### config.mk
export PLATFORM = sky130hd
export DESIGN_NAME = swire_slot_master
export DESIGN_NICKNAME = d
export VERILOG_FILES = /design/src/hdl/swire_master_pkg.sv /design/src/hdl/swire_slot_master.sv /design/src/hdl/sync_fifo.sv
export SDC_FILE = /design/constraint.sdc
export NUM_CORES = 1
export LEC_CHECK = 0
export ABC_AREA = 1
export BUFFER_PORTS_ARGS = -buffer_cell sky130_fd_sc_hd__buf_2
export CAP_MARGIN = 20
export CELL_PAD_IN_SITES_DETAIL_PLACEMENT = 0
export CELL_PAD_IN_SITES_GLOBAL_PLACEMENT = 1
export CORE_MARGIN = 4
export CORE_UTILIZATION = 40
export DETAILED_ROUTE_END_ITERATION = 6
export PLACE_DENSITY = 0.71
export RECOVER_POWER = 25
export SYNTH_ARGS = -nofsm -noshare
export SYNTH_HDL_FRONTEND = slang
export SYNTH_SLANG_ARGS = --single-unit
export TNS_END_PERCENT = 50
### constraint.sdc
create_clock -name ref_clk -period 4.75 [get_ports ref_clk]
set_clock_uncertainty 0.05 [all_clocks]
set_input_delay 0.2375 -clock ref_clk [delete_from_list [all_inputs] [get_ports ref_clk]]
set_output_delay 0.2375 -clock ref_clk [all_outputs]
set_load 0.01 [all_outputs]
### src/hdl/swire_master_pkg.sv
// Timing constants and command codes for the single-wire slot master
package swire_master_pkg;
  localparam int unsigned CLK_HZ = 10_000_000;
  localparam int unsigned CLK_NS = 1_000_000_000 / CLK_HZ;
  // Times in ns as printed
  localparam int unsigned RESET_LOW_TIME_NS = 480_000;
  localparam int unsigned RESET_LOW_MAX_NS = 960_000;
  localparam int unsigned PRESENCE_SAMPLE_NS = 70_000;
  localparam int unsigned RESET_HIGH_NS = 480_000;
  localparam int unsigned WRITE_ZERO_LOW_TIME_NS = 60_000;
  localparam int unsigned WRITE_ONE_LOW_TIME_NS = 5_000;
  localparam int unsigned READ_LOW_TIME_NS = 5_000;
  localparam int unsigned READ_SAMPLE_WINDOW_NS = 13_000;
  localparam int unsigned SLOT_TIME_NS = 65_000;
  localparam int unsigned RECOVERY_TIME_NS = 5_000;
  localparam int unsigned PROGRAMMING_TIME_NS = 10_000_000;
  // Cycle counts: least times round up, sample points round down
  localparam int unsigned RESET_LOW_CYC = (RESET_LOW_TIME_NS + CLK_NS - 1) / CLK_NS;
  localparam int unsigned RESET_LOW_MAX_CYC = RESET_LOW_MAX_NS / CLK_NS;
  localparam int unsigned PRESENCE_SAMPLE_CYC = PRESENCE_SAMPLE_NS / CLK_NS;
  localparam int unsigned RESET_HIGH_CYC = (RESET_HIGH_NS + CLK_NS - 1) / CLK_NS;
  localparam int unsigned WRITE_ZERO_LOW_CYC = (WRITE_ZERO_LOW_TIME_NS + CLK_NS - 1) / CLK_NS;
  localparam int unsigned WRITE_ONE_LOW_CYC = (WRITE_ONE_LOW_TIME_NS + CLK_NS - 1) / CLK_NS;
  localparam int unsigned READ_LOW_CYC = (READ_LOW_TIME_NS + CLK_NS - 1) / CLK_NS;
  localparam int unsigned READ_SAMPLE_CYC = READ_SAMPLE_WINDOW_NS / CLK_NS;
  localparam int unsigned SLOT_CYC = (SLOT_TIME_NS + CLK_NS - 1) / CLK_NS;
  localparam int unsigned RECOVERY_CYC = (RECOVERY_TIME_NS + CLK_NS - 1) / CLK_NS;
  localparam int unsigned PROGRAMMING_CYC = (PROGRAMMING_TIME_NS + CLK_NS - 1) / CLK_NS;
  localparam int unsigned TIMER_W = 17;
  // Command codes
  localparam logic [7:0] CMD_SKIP_ROM = 8'hCC;
  localparam logic [7:0] CMD_WRITE_SCRATCH = 8'h0F;
  localparam logic [7:0] CMD_READ_SCRATCH = 8'hAA;
  localparam logic [7:0] CMD_COPY_SCRATCH = 8'h55;
  localparam logic [7:0] COPY_KEY = 8'hA5;
  localparam logic [7:0] CMD_READ_MEMORY = 8'hF0;
  localparam int unsigned PAGE_BYTES = 32;
  // Operation codes on the user port
  localparam logic [2:0] OP_RESET = 3'h0;
  localparam logic [2:0] OP_WRITE = 3'h1;
  localparam logic [2:0] OP_READ = 3'h2;
  localparam logic [2:0] OP_PROG = 3'h3;
endpackage

### src/hdl/swire_slot_master.sv
// Bus master for a single-wire open-drain slot link with byte command port
// Overview of operation
// each slot carries one bit, writes master to slave, reads slave to master
// every slot starts with the master pulling the line low
// write-one: release line before the longest write-one low time
// write-zero: hold line low at least the least write-zero low time
// a recovery interval follows each slot before the next one starts
// read slot opens like write-one, low for read low time
// slave pulls low within read low time for a zero bit
// slave leaves line alone for a one bit
// master samples inside read window, near its end
// master waits whole slot duration after sampling before next slot; code ends each slot SLOT_END cycles after slot start
// with several slaves, master lengthens recovery or pulls up actively
// slave low-pass filters the falling edge that opens a slot
// slave ignores shallow dips within threshold hysteresis
// slave ignores glitches inside rising-edge hold-off window
// deep dip past hold-off window starts a new slot at slave
// transactions start with reset pulse 480 to 960 us, then presence sensing
// write scratchpad: skip-ROM, 0Fh, address, then data bytes
// read scratchpad: AAh, address, slave returns bytes
// copy: 55h, key A5h, then line held high for programming time
// read memory: F0h, address, slave returns 32-byte page
// slave answers reset with presence pulse after wait time
// skip-ROM opens memory commands without identification
// line low beyond 120 us may reset slaves; idle is high
// slave samples written bit at a fixed point between write limits
// bytes are sent and received least significant bit first
`timescale 1ns/1ns
`default_nettype none
module swire_slot_master
  import swire_master_pkg::*;
#(
  parameter int unsigned FIFO_DEPTH = 4,
  parameter int unsigned RESET_LOW_CYCLES = RESET_LOW_CYC,
  parameter int unsigned RESET_HIGH_CYCLES = RESET_HIGH_CYC,
  parameter int unsigned PROG_CYCLES = PROGRAMMING_CYC,
  parameter int unsigned EXTRA_RECOVERY_CYCLES = 0
) (
  input wire logic ref_clk,
  input wire logic nrst,
  input wire logic [2:0] cmdOp,
  input wire logic [7:0] cmdData,
  input wire logic cmdValid,
  output logic cmdReady,
  output logic [7:0] rspData,
  output logic rspValid,
  input wire logic rspReady,
  output logic presenceSeen,
  output logic busy,
  input wire logic lineIn,
  output logic lineOut,
  output logic lineOe_n
);
  import swire_master_pkg::*;
  initial begin
    if (RESET_LOW_CYCLES < RESET_LOW_CYC || RESET_LOW_CYCLES > RESET_LOW_MAX_CYC) begin
      $error("RESET_LOW_CYCLES out of range");
    end
    if (PROG_CYCLES >= (1 << 24)) begin
      $error("PROG_CYCLES too large");
    end
    if (RESET_HIGH_CYCLES <= PRESENCE_SAMPLE_CYC || RESET_HIGH_CYCLES >= (1 << 24)) begin
      $error("RESET_HIGH_CYCLES out of range");
    end
  end

  typedef enum logic [2:0] {
    ST_IDLE = 3'b000,
    ST_RST_LOW = 3'b001,
    ST_RST_HIGH = 3'b010,
    ST_SLOT = 3'b011,
    ST_PROG = 3'b100,
    ST_PUSH = 3'b101
  } state_t;

  state_t state_r;
  logic [23:0] timer_r;
  logic [7:0] shift_r;
  logic [2:0] bitIdx_r;
  logic isRead_r;
  logic [7:0] rxByte_r;
  logic lineMeta_r;
  logic lineSync_r;
  logic pushValid;
  logic pushReady;
  logic [7:0] fifoData;
  logic fifoValid;

  // Line is asynchronous to ref_clk
  always_ff @(posedge ref_clk or negedge nrst) begin
    if (!nrst) begin
      lineMeta_r <= 1'b1;
      lineSync_r <= 1'b1;
    end else begin
      lineMeta_r <= lineIn;
      lineSync_r <= lineMeta_r;
    end
  end

  // Slot ends after full slot time (low time included) plus recovery plus extra recovery
  localparam int unsigned SLOT_END = SLOT_CYC + RECOVERY_CYC + EXTRA_RECOVERY_CYCLES;
  function automatic logic [23:0] lowTime(input logic rd, input logic b);
    if (rd) begin
      return 24'(READ_LOW_CYC);
    end else if (b) begin
      return 24'(WRITE_ONE_LOW_CYC);
    end else begin
      return 24'(WRITE_ZERO_LOW_CYC);
    end
  endfunction

  wire logic takeCmd = (state_r == ST_IDLE) && cmdValid;
  logic cmdReady_r;
  assign cmdReady = cmdReady_r;
  assign pushValid = (state_r == ST_PUSH);

  always_ff @(posedge ref_clk or negedge nrst) begin
    if (!nrst) begin
      state_r <= ST_IDLE;
      timer_r <= '0;
      shift_r <= '0;
      bitIdx_r <= '0;
      isRead_r <= 1'b0;
      rxByte_r <= '0;
      presenceSeen <= 1'b0;
    end else begin
      case (state_r)
        ST_IDLE: begin
          timer_r <= '0;
          bitIdx_r <= '0;
          if (cmdValid) begin
            shift_r <= cmdData;
            isRead_r <= (cmdOp == OP_READ);
            if (cmdOp == OP_RESET) begin
              state_r <= ST_RST_LOW;
            end else if (cmdOp == OP_PROG) begin
              state_r <= ST_PROG;
            end else begin
              state_r <= ST_SLOT;
            end
          end
        end
        ST_RST_LOW: begin
          timer_r <= timer_r + 1'b1;
          if (timer_r == 24'(RESET_LOW_CYCLES - 1)) begin
            timer_r <= '0;
            presenceSeen <= 1'b0;
            state_r <= ST_RST_HIGH;
          end
        end
        ST_RST_HIGH: begin
          timer_r <= timer_r + 1'b1;
          // Presence pulse sampled inside its guaranteed window
          if (timer_r == 24'(PRESENCE_SAMPLE_CYC)) begin
            presenceSeen <= !lineSync_r;
          end
          if (timer_r == 24'(RESET_HIGH_CYCLES - 1)) begin
            state_r <= ST_IDLE;
          end
        end
        ST_SLOT: begin
          timer_r <= timer_r + 1'b1;
          if (timer_r == 24'(READ_SAMPLE_CYC) && isRead_r) begin
            rxByte_r <= {lineSync_r, rxByte_r[7:1]};
          end
          if (timer_r == 24'(SLOT_END - 1)) begin
            timer_r <= '0;
            shift_r <= {1'b0, shift_r[7:1]};
            bitIdx_r <= bitIdx_r + 1'b1;
            if (bitIdx_r == 3'd7) begin
              state_r <= isRead_r ? ST_PUSH : ST_IDLE;
            end
          end
        end
        ST_PUSH: begin
          // Holds here until the queue has room
          if (pushReady) begin
            state_r <= ST_IDLE;
          end
        end
        ST_PROG: begin
          // Line left released so pull-up powers the copy
          timer_r <= timer_r + 1'b1;
          if (timer_r == 24'(PROG_CYCLES - 1)) begin
            state_r <= ST_IDLE;
          end
        end
        default: begin
          state_r <= ST_IDLE;
        end
      endcase
    end
  end

  // Registered ready: accepted only in idle
  always_ff @(posedge ref_clk or negedge nrst) begin
    if (!nrst) begin
      cmdReady_r <= 1'b0;
    end else begin
      cmdReady_r <= takeCmd;
    end
  end

  // Line drive: low while in reset pulse or slot low phase
  logic driveLow;
  always_comb begin
    driveLow = 1'b0;
    if (state_r == ST_RST_LOW) begin
      driveLow = 1'b1;
    end else if (state_r == ST_SLOT) begin
      // Every slot opens low; length selects bit or read
      driveLow = timer_r < lowTime(isRead_r, shift_r[0]);
    end
  end
  always_ff @(posedge ref_clk or negedge nrst) begin
    if (!nrst) begin
      lineOe_n <= 1'b1;
      lineOut <= 1'b0;
      busy <= 1'b0;
    end else begin
      lineOe_n <= !driveLow;
      lineOut <= 1'b0;
      busy <= (state_r != ST_IDLE) || cmdValid;
    end
  end

  // Read bytes queue to the user; full queue stalls the slot engine
  sync_fifo #(.WIDTH(8), .DEPTH(FIFO_DEPTH)) rspFifo (
    .clk(ref_clk),
    .nrst(nrst),
    .inData(rxByte_r),
    .inValid(pushValid),
    .inReady(pushReady),
    .outData(fifoData),
    .outValid(fifoValid),
    .outReady(rspReady)
  );
  assign rspData = fifoData;
  assign rspValid = fifoValid;


  property p_reset_low;
    @(posedge ref_clk) disable iff (!nrst)
      $rose(state_r == ST_RST_LOW) |=> !lineOe_n [*8];
  endproperty
  a_reset_low: assert property (p_reset_low) else $error("reset pulse not driven");
  property p_write_one_short;
    @(posedge ref_clk) disable iff (!nrst)
      (state_r == ST_SLOT && !isRead_r && shift_r[0] && timer_r == 24'(WRITE_ONE_LOW_CYC + 1)) |-> lineOe_n;
  endproperty
  a_write_one_short: assert property (p_write_one_short) else $error("write one held too long");
  property p_write_zero_long;
    @(posedge ref_clk) disable iff (!nrst)
      (state_r == ST_SLOT && !isRead_r && !shift_r[0] && timer_r == 24'(WRITE_ZERO_LOW_CYC - 1)) |=> !lineOe_n;
  endproperty
  a_write_zero_long: assert property (p_write_zero_long) else $error("write zero too short");
  property p_slot_opens_low;
    @(posedge ref_clk) disable iff (!nrst)
      (state_r == ST_SLOT && timer_r == '0) |=> !lineOe_n;
  endproperty
  a_slot_opens_low: assert property (p_slot_opens_low) else $error("slot not opened low");
  property p_recovery;
    @(posedge ref_clk) disable iff (!nrst)
      (state_r == ST_SLOT && timer_r == 24'(SLOT_CYC)) |=> lineOe_n;
  endproperty
  a_recovery: assert property (p_recovery) else $error("line low in recovery");
  property p_read_low;
    @(posedge ref_clk) disable iff (!nrst)
      (state_r == ST_SLOT && isRead_r && timer_r == 24'(READ_LOW_CYC)) |=> lineOe_n;
  endproperty
  a_read_low: assert property (p_read_low) else $error("read low too long");
  property p_prog_high;
    @(posedge ref_clk) disable iff (!nrst)
      (state_r == ST_PROG) |=> lineOe_n;
  endproperty
  a_prog_high: assert property (p_prog_high) else $error("line low in programming");
  property p_lsb_first;
    @(posedge ref_clk) disable iff (!nrst)
      (state_r == ST_SLOT && timer_r == 24'(SLOT_END - 1)) |=> (shift_r == {1'b0, $past(shift_r[7:1])});
  endproperty
  a_lsb_first: assert property (p_lsb_first) else $error("bit order wrong");
  property p_reset_hold;
    @(posedge ref_clk) disable iff (!nrst)
      (state_r == ST_RST_LOW) |=> !lineOe_n;
  endproperty
  a_reset_hold: assert property (p_reset_hold) else $error("reset pulse cut short");
  property p_reset_release;
    @(posedge ref_clk) disable iff (!nrst)
      (state_r == ST_RST_HIGH) |=> lineOe_n;
  endproperty
  a_reset_release: assert property (p_reset_release) else $error("line held during presence wait");
  property p_idle_released;
    @(posedge ref_clk) disable iff (!nrst)
      (state_r == ST_IDLE) |=> lineOe_n;
  endproperty
  a_idle_released: assert property (p_idle_released) else $error("line low while idle");
  property p_read_sample;
    @(posedge ref_clk) disable iff (!nrst)
      (state_r == ST_SLOT && isRead_r && timer_r == 24'(READ_SAMPLE_CYC)) |=> (rxByte_r[7] == $past(lineIn, 3));
  endproperty
  a_read_sample: assert property (p_read_sample) else $error("read bit not taken at sample point");
endmodule
`default_nettype wire

### src/hdl/sync_fifo.sv
// Small synchronous FIFO with valid/ready on both sides
`timescale 1ns/1ns
`default_nettype none
module sync_fifo #(
  parameter int unsigned WIDTH = 8,
  parameter int unsigned DEPTH = 4
) (
  input wire logic clk,
  input wire logic nrst,
  input wire logic [WIDTH-1:0] inData,
  input wire logic inValid,
  output logic inReady,
  output logic [WIDTH-1:0] outData,
  output logic outValid,
  input wire logic outReady
);
  localparam int unsigned AW = (DEPTH > 1) ? $clog2(DEPTH) : 1;
  initial begin
    if (DEPTH < 2 || (DEPTH & (DEPTH - 1)) != 0) begin
      $error("DEPTH must be a power of two of at least 2");
    end
  end
  logic [WIDTH-1:0] mem [DEPTH];
  logic [AW:0] wrPtr_r;
  logic [AW:0] rdPtr_r;
  wire logic pushEn = inValid && inReady;
  wire logic popEn = outValid && outReady;
  assign inReady = (wrPtr_r - rdPtr_r) != (AW+1)'(DEPTH);
  assign outValid = wrPtr_r != rdPtr_r;
  assign outData = mem[rdPtr_r[AW-1:0]];
  always_ff @(posedge clk) begin
    if (pushEn) begin
      mem[wrPtr_r[AW-1:0]] <= inData;
    end
  end
  always_ff @(posedge clk or negedge nrst) begin
    if (!nrst) begin
      wrPtr_r <= '0;
      rdPtr_r <= '0;
    end else begin
      if (pushEn) begin
        wrPtr_r <= wrPtr_r + 1'b1;
      end
      if (popEn) begin
        rdPtr_r <= rdPtr_r + 1'b1;
      end
    end
  end
endmodule
`default_nettype wire

[Word-level counts from Yosys, hierarchy flattened]
Memories as Yosys holds them, arrays and structs flattened.
Cells that the tools add are included.
Storage, ports and cells
  input port bits: 16
  memories: 1
  word-level logic and storage cells: 94
  register bits: 59
  output and inout port bits: 14
  bits in writable memories: 32
Operators by class
  order comparisons: 1
  equal/unequal tests: 23
  reduce and logical (&&, ||, !) cells: 20
  add/sub/neg operators: 5
  muxes and demuxes: 30
Memory list
  rspFifo.mem: depth 4, width 8, read ports 1, clocked after memory_dff 0, write ports 1, line sync_fifo.sv:23  | logic [WIDTH-1:0] mem [DEPTH];
Operator list (number)
  two-way mux 24 bit: 4
  one-hot mux 24 bit (4 select lines): 1
  == test 24 x 10 -> 1 bit (second input constant): 2
  two-way mux 3 bit: 11
  adder 24 x 1 -> 24 bit (second input constant): 1
  == test 24 x 13 -> 1 bit (second input constant): 1
  == test 24 x 17 -> 1 bit (second input constant): 1
  == test 24 x 8 -> 1 bit (second input constant): 1
  < comparator 24 bit: 1
  two-way mux 10 bit: 2
  one-hot mux 3 bit (6 select lines): 1
  two-way mux 8 bit: 2
  != test 2 bit (second input constant): 8
  one-hot mux 8 bit (2 select lines): 1
  == test 3 x 2 -> 1 bit (second input constant): 4
  adder 3 x 1 -> 3 bit (second input constant): 3
  == test 3 bit (second input constant): 3
  AND reduction 7 bit: 1
  logical NOT 3 bit: 2
  two-way mux 1 bit: 6
  one-hot mux 3 bit (2 select lines): 1
  AND reduction 2 bit: 3
  AND reduction 3 bit: 2
  logical AND 1 bit: 4
  11 further kinds: 13

[Depth between registers and ports, before layout]
  depth in word-level cells: 8
  gate-level depth with buffers: 12
  gate-level depth less buffers: 12

[By module]
A second synthesis with hierarchy kept.
Unflattened totals
  cells, all modules: 557
  area, all modules: 4849.7 µm²
Modules (own cells, without submodules)
  swire_slot_master: cells each 418, instances 1, area an instance 3195.6 µm², seq. area each 1330.0 µm²
  sync_fifo: cells each 139, instances 1, area an instance 1654.1 µm², seq. area each 1111.1 µm²

[Worst setup path before layout]
OpenSTA, ideal clock, no wires.
  path type: reg-to-reg
  start: register rspFifo.rdPtr_r[1]
  end: memory rspFifo.mem[3][0] (enable)
  required time: 4.325 ns
  arrival time: 1.784 ns
  path slack: 2.541 ns
  period minus slack after synthesis: 2.209 ns
  path buffers: 0
  setup time: 0.375 ns
  cell stages (with the launch flop): 8
  cell sequence: dfrtp_1 > clkinv_1 > ha_1 > nand2_1 > nand4_1 > nand3_1 > nand2_1 > nor2_1
Between the ends
  word-level cells in the longest chain between the ends: 5
RTL lines
  from (decl): line sync_fifo.sv:25  | logic [AW:0] rdPtr_r;
  from (signal assigned): line sync_fifo.sv:45  | rdPtr_r <= rdPtr_r + 1'b1;
  subtractor 3 bit: line sync_fifo.sv:28  | assign inReady = (wrPtr_r - rdPtr_r) != (AW+1)'(DEPTH);
  != test 3 bit: line sync_fifo.sv:28
  logical AND 1 bit: line sync_fifo.sv:26  | wire logic pushEn = inValid && inReady;
  two-way mux 1 bit: line sync_fifo.sv:32  | if (pushEn) begin
  two-way mux 1 bit (implied by the code): line sync_fifo.sv:33  | mem[wrPtr_r[AW-1:0]] <= inData;
  to (decl): line sync_fifo.sv:23
Every way passes these cells.

==> summary.txt <==
Worst hold stages: 3
Reg power frac: 48.2%
Final antenna diode count: 0
DR pass1 iterations: 4
Number of I/O port buffers: 28
Global placement routability congestion: 0.886
Switching share of power: 28.7%
Worst R2R Path Depth: 7
First DRT Iteration DRCs: 273
Crit-path max FO: 59
Yosys warns: 0
Hold Crit Class: input port to flop
Final #Nets: 643
WP depth: 2
Commonest non-fill, non-tap cells in the layout: nand2_1 (131), nor2_1 (71), inv_1 (69)
Final hold vios: 0
Hold WS: 0.117 ns
Syn Area/Cell: 8.52 um2
Cell internal pwr: 1.26 mW
Unrepaired setup endpoints after global routing: no
Relative slew slack: -121%
DR WL/cell: 14.8 um
Vias after detailed routing: 3855
DRC Markers: 0
Via density: 4.92
Post-synthesis sequential area ratio: 49.2%
Largest net degree at the start of global routing: 60
Combinational power share: 13.6%
Clock Latency Late Sink: 0.34 ns
Num CTS Buffers: 9
Distinct cells, synth: 42
Root Buffer: clkbuf_16
Run status: finished, violations left
Core area: 12100 um2
Mapped Nets: 614
CTS tree: done
Post-Syn Area: 4960 um2
Global-route wire length before repair: 19600 um
CP bufs+invs: 2
CTS sink cnt: 91
Number of max-cap violations: 1
Num ports: 30
Min Tclk post-route: 3.02 ns
Delay-heaviest family, CP: buffers and inverters
Clk pwr share: 38.2%
Final Cycle Share: 63.6%
Setup violators final: 0
Post-DP HPWL: 8450 um
Cells after Synth: 582
Max stage delay cell, worst path: clkbuf_1
ANT nets after route: 0
Area growth, synth to finish: 11.4%
F_max: 331 MHz
Leakage: 2.31 nW
Worst slew pin tran: 3.32 ns
Ordered cell list for the critical path: buf_2, clkbuf_1
Post-Route WL: 11600 um
Initial core utilization: 41.1%
Switching power: 510 uW
Setup crit start kind: input port
Cts repair resizes: 0
Setup crit end kind: async pin
Die Width: 119 um
WS Path Type: input port to async pin
DIE HEIGHT: 119 um
GRT Util Overall: 17.3%
Register bit total from synthesis: 91
Initial antenna violation count: 0
Worst Path Required: 4.41 ns
Failing checks: max-capacitance violations, max-slew violations
Die ar.: 14200 um2
CP peak stage delay: 2.33 ns
Postcts setup bufs: 0
Number of global-route vias before repair: 3889
Power Dens Cells: 321 nW/um2
CTS max path bufs: 2
Fin Setup TNS: 0 ns
Hold buffers post-CTS: 1
Ratio of cells with drive above 1 in the final layout: 14.8%
Count of pins over their slew limit: 60
CP arrival: 2.68 ns
Worst VDD drop: 0.121 mV
Worst-path clk slew: 0.07 ns
Overflow after GRT: 0
Commonest non-fill, non-tap cell in the layout: nand2_1
Htree depth: 3
Std cell rows: 40
-- kinds of logic after synthesis --
logic type               after synthesis  synth area share [%]
buffers and inverters                 87                  7.27
other                                  1                0.0756
flip-flops                            91                  49.2
AND/OR/NAND/NOR                      291                  27.2
adder cells (fa/ha/maj)               16                  4.04
AO/OA/AOI/OAI                         80                  9.36
XOR/XNOR                              16                  2.83
-- layout make-up --
class	instances	area [um2]
Clock inverter	7	52.6
Inverter	75	284
Sequential cell	91	2440
Fill cell	1198	6540
Multi-Input combinational cell	404	2160
Clock buffer	9	225
Timing Repair Buffer	30	154
Tap cell	168	210
-- through the flow --
| stage | std cells | total power, mW | setup slack (ns) | area [um2] | util [%] |
|---|---|---|---|---|---|
| 5_1_grt | 784 | 1.86 | 1.01 | 5530 | 45.8 |
| 4_1_cts | 784 | 1.80 | 2.08 | 5530 | 45.8 |
| 3_3_place_gp | 767 | 1.11 | 2.22 | 5240 | 43.5 |
| 6_report | 784 | 1.77 | 1.73 | 5530 | 45.8 |
| 3_5_place_dp | 767 | 1.11 | 2.10 | 5240 | 43.5 |
| 2_1_floorplan | 582 | 1.01 | 2.54 | 4960 | - |
-- synthesized netlist by cell type (all sizes together) --
cell type	instances	share of area, %
nand2	136	11
a21oi	6	0.61
nand4	9	1.4
xor2	14	2.5
dfstp	3	1.6
xnor2	2	0.35
edfxtp	32	19
nand3	35	3.9
or2	1	0.13
a211oi	1	0.15
o31ai	5	0.76
o211ai	5	0.76
clkinv	1	0.076
clkbuf	3	0.25
nor3	12	1.6
inv	74	5.7
dfrtp	56	28
conb	1	0.076
o21ai	52	5.7
nor2	94	9.0
ha	16	4.0
and3	2	0.25
buf	9	1.3
nand3b	2	0.30
o22ai	11	1.4
-- worst paths after layout --
check                              startpoint            endpoint  slack (ns)
setup / recovery                         nrst  rspFifo.rdPtr_r[1]        1.73
hold / removal                       cmdValid            cmdReady        0.12
setup reg to reg           rspFifo.rdPtr_r[1]   rspFifo.mem[3][6]        2.11
hold reg to reg                    lineMeta_r          lineSync_r        0.31
max in group ref_clk       rspFifo.rdPtr_r[1]   rspFifo.mem[3][6]        2.11
min in group asynchronous                nrst          timer_r[6]        1.06
-- layer usage --
metal	wire [um]	up-vias	GRT usage, %
li1	-	1948	-
met1	5340	1809	23.1
met2	5470	82	28.2
met3	535	16	3.09
met4	217	0	6.16
met5	0	-	0
-- registers in the layout, indices dropped and copies added, names as in the netlist --
name	count
cmdReady	1
lineOe_n	1
rspFifo.rdPtr_r	3
busy	1
lineMeta_r	1
rspFifo.wrPtr_r	3
presenceSeen	1
timer_r	24
rspFifo.mem	32
isRead_r	1
rxByte_r	8
lineSync_r	1
state_r	3
bitIdx_r	3
shift_r	8
-- power groups by stage --
| stage | Clock (mW) | Sequential (mW) | Combinational (mW) |
|---|---|---|---|
| 6_report | 0.677 | 0.856 | 0.241 |
| 5_1_grt | 0.727 | 0.860 | 0.271 |
| 4_1_cts | 0.696 | 0.855 | 0.245 |
| 3_5_place_dp | 0 | 0.871 | 0.244 |
| 3_3_place_gp | 0 | 0.869 | 0.241 |
| 2_1_floorplan | 0 | 0.854 | 0.157 |
No activity file was read; power rests on OpenSTA's default activity.
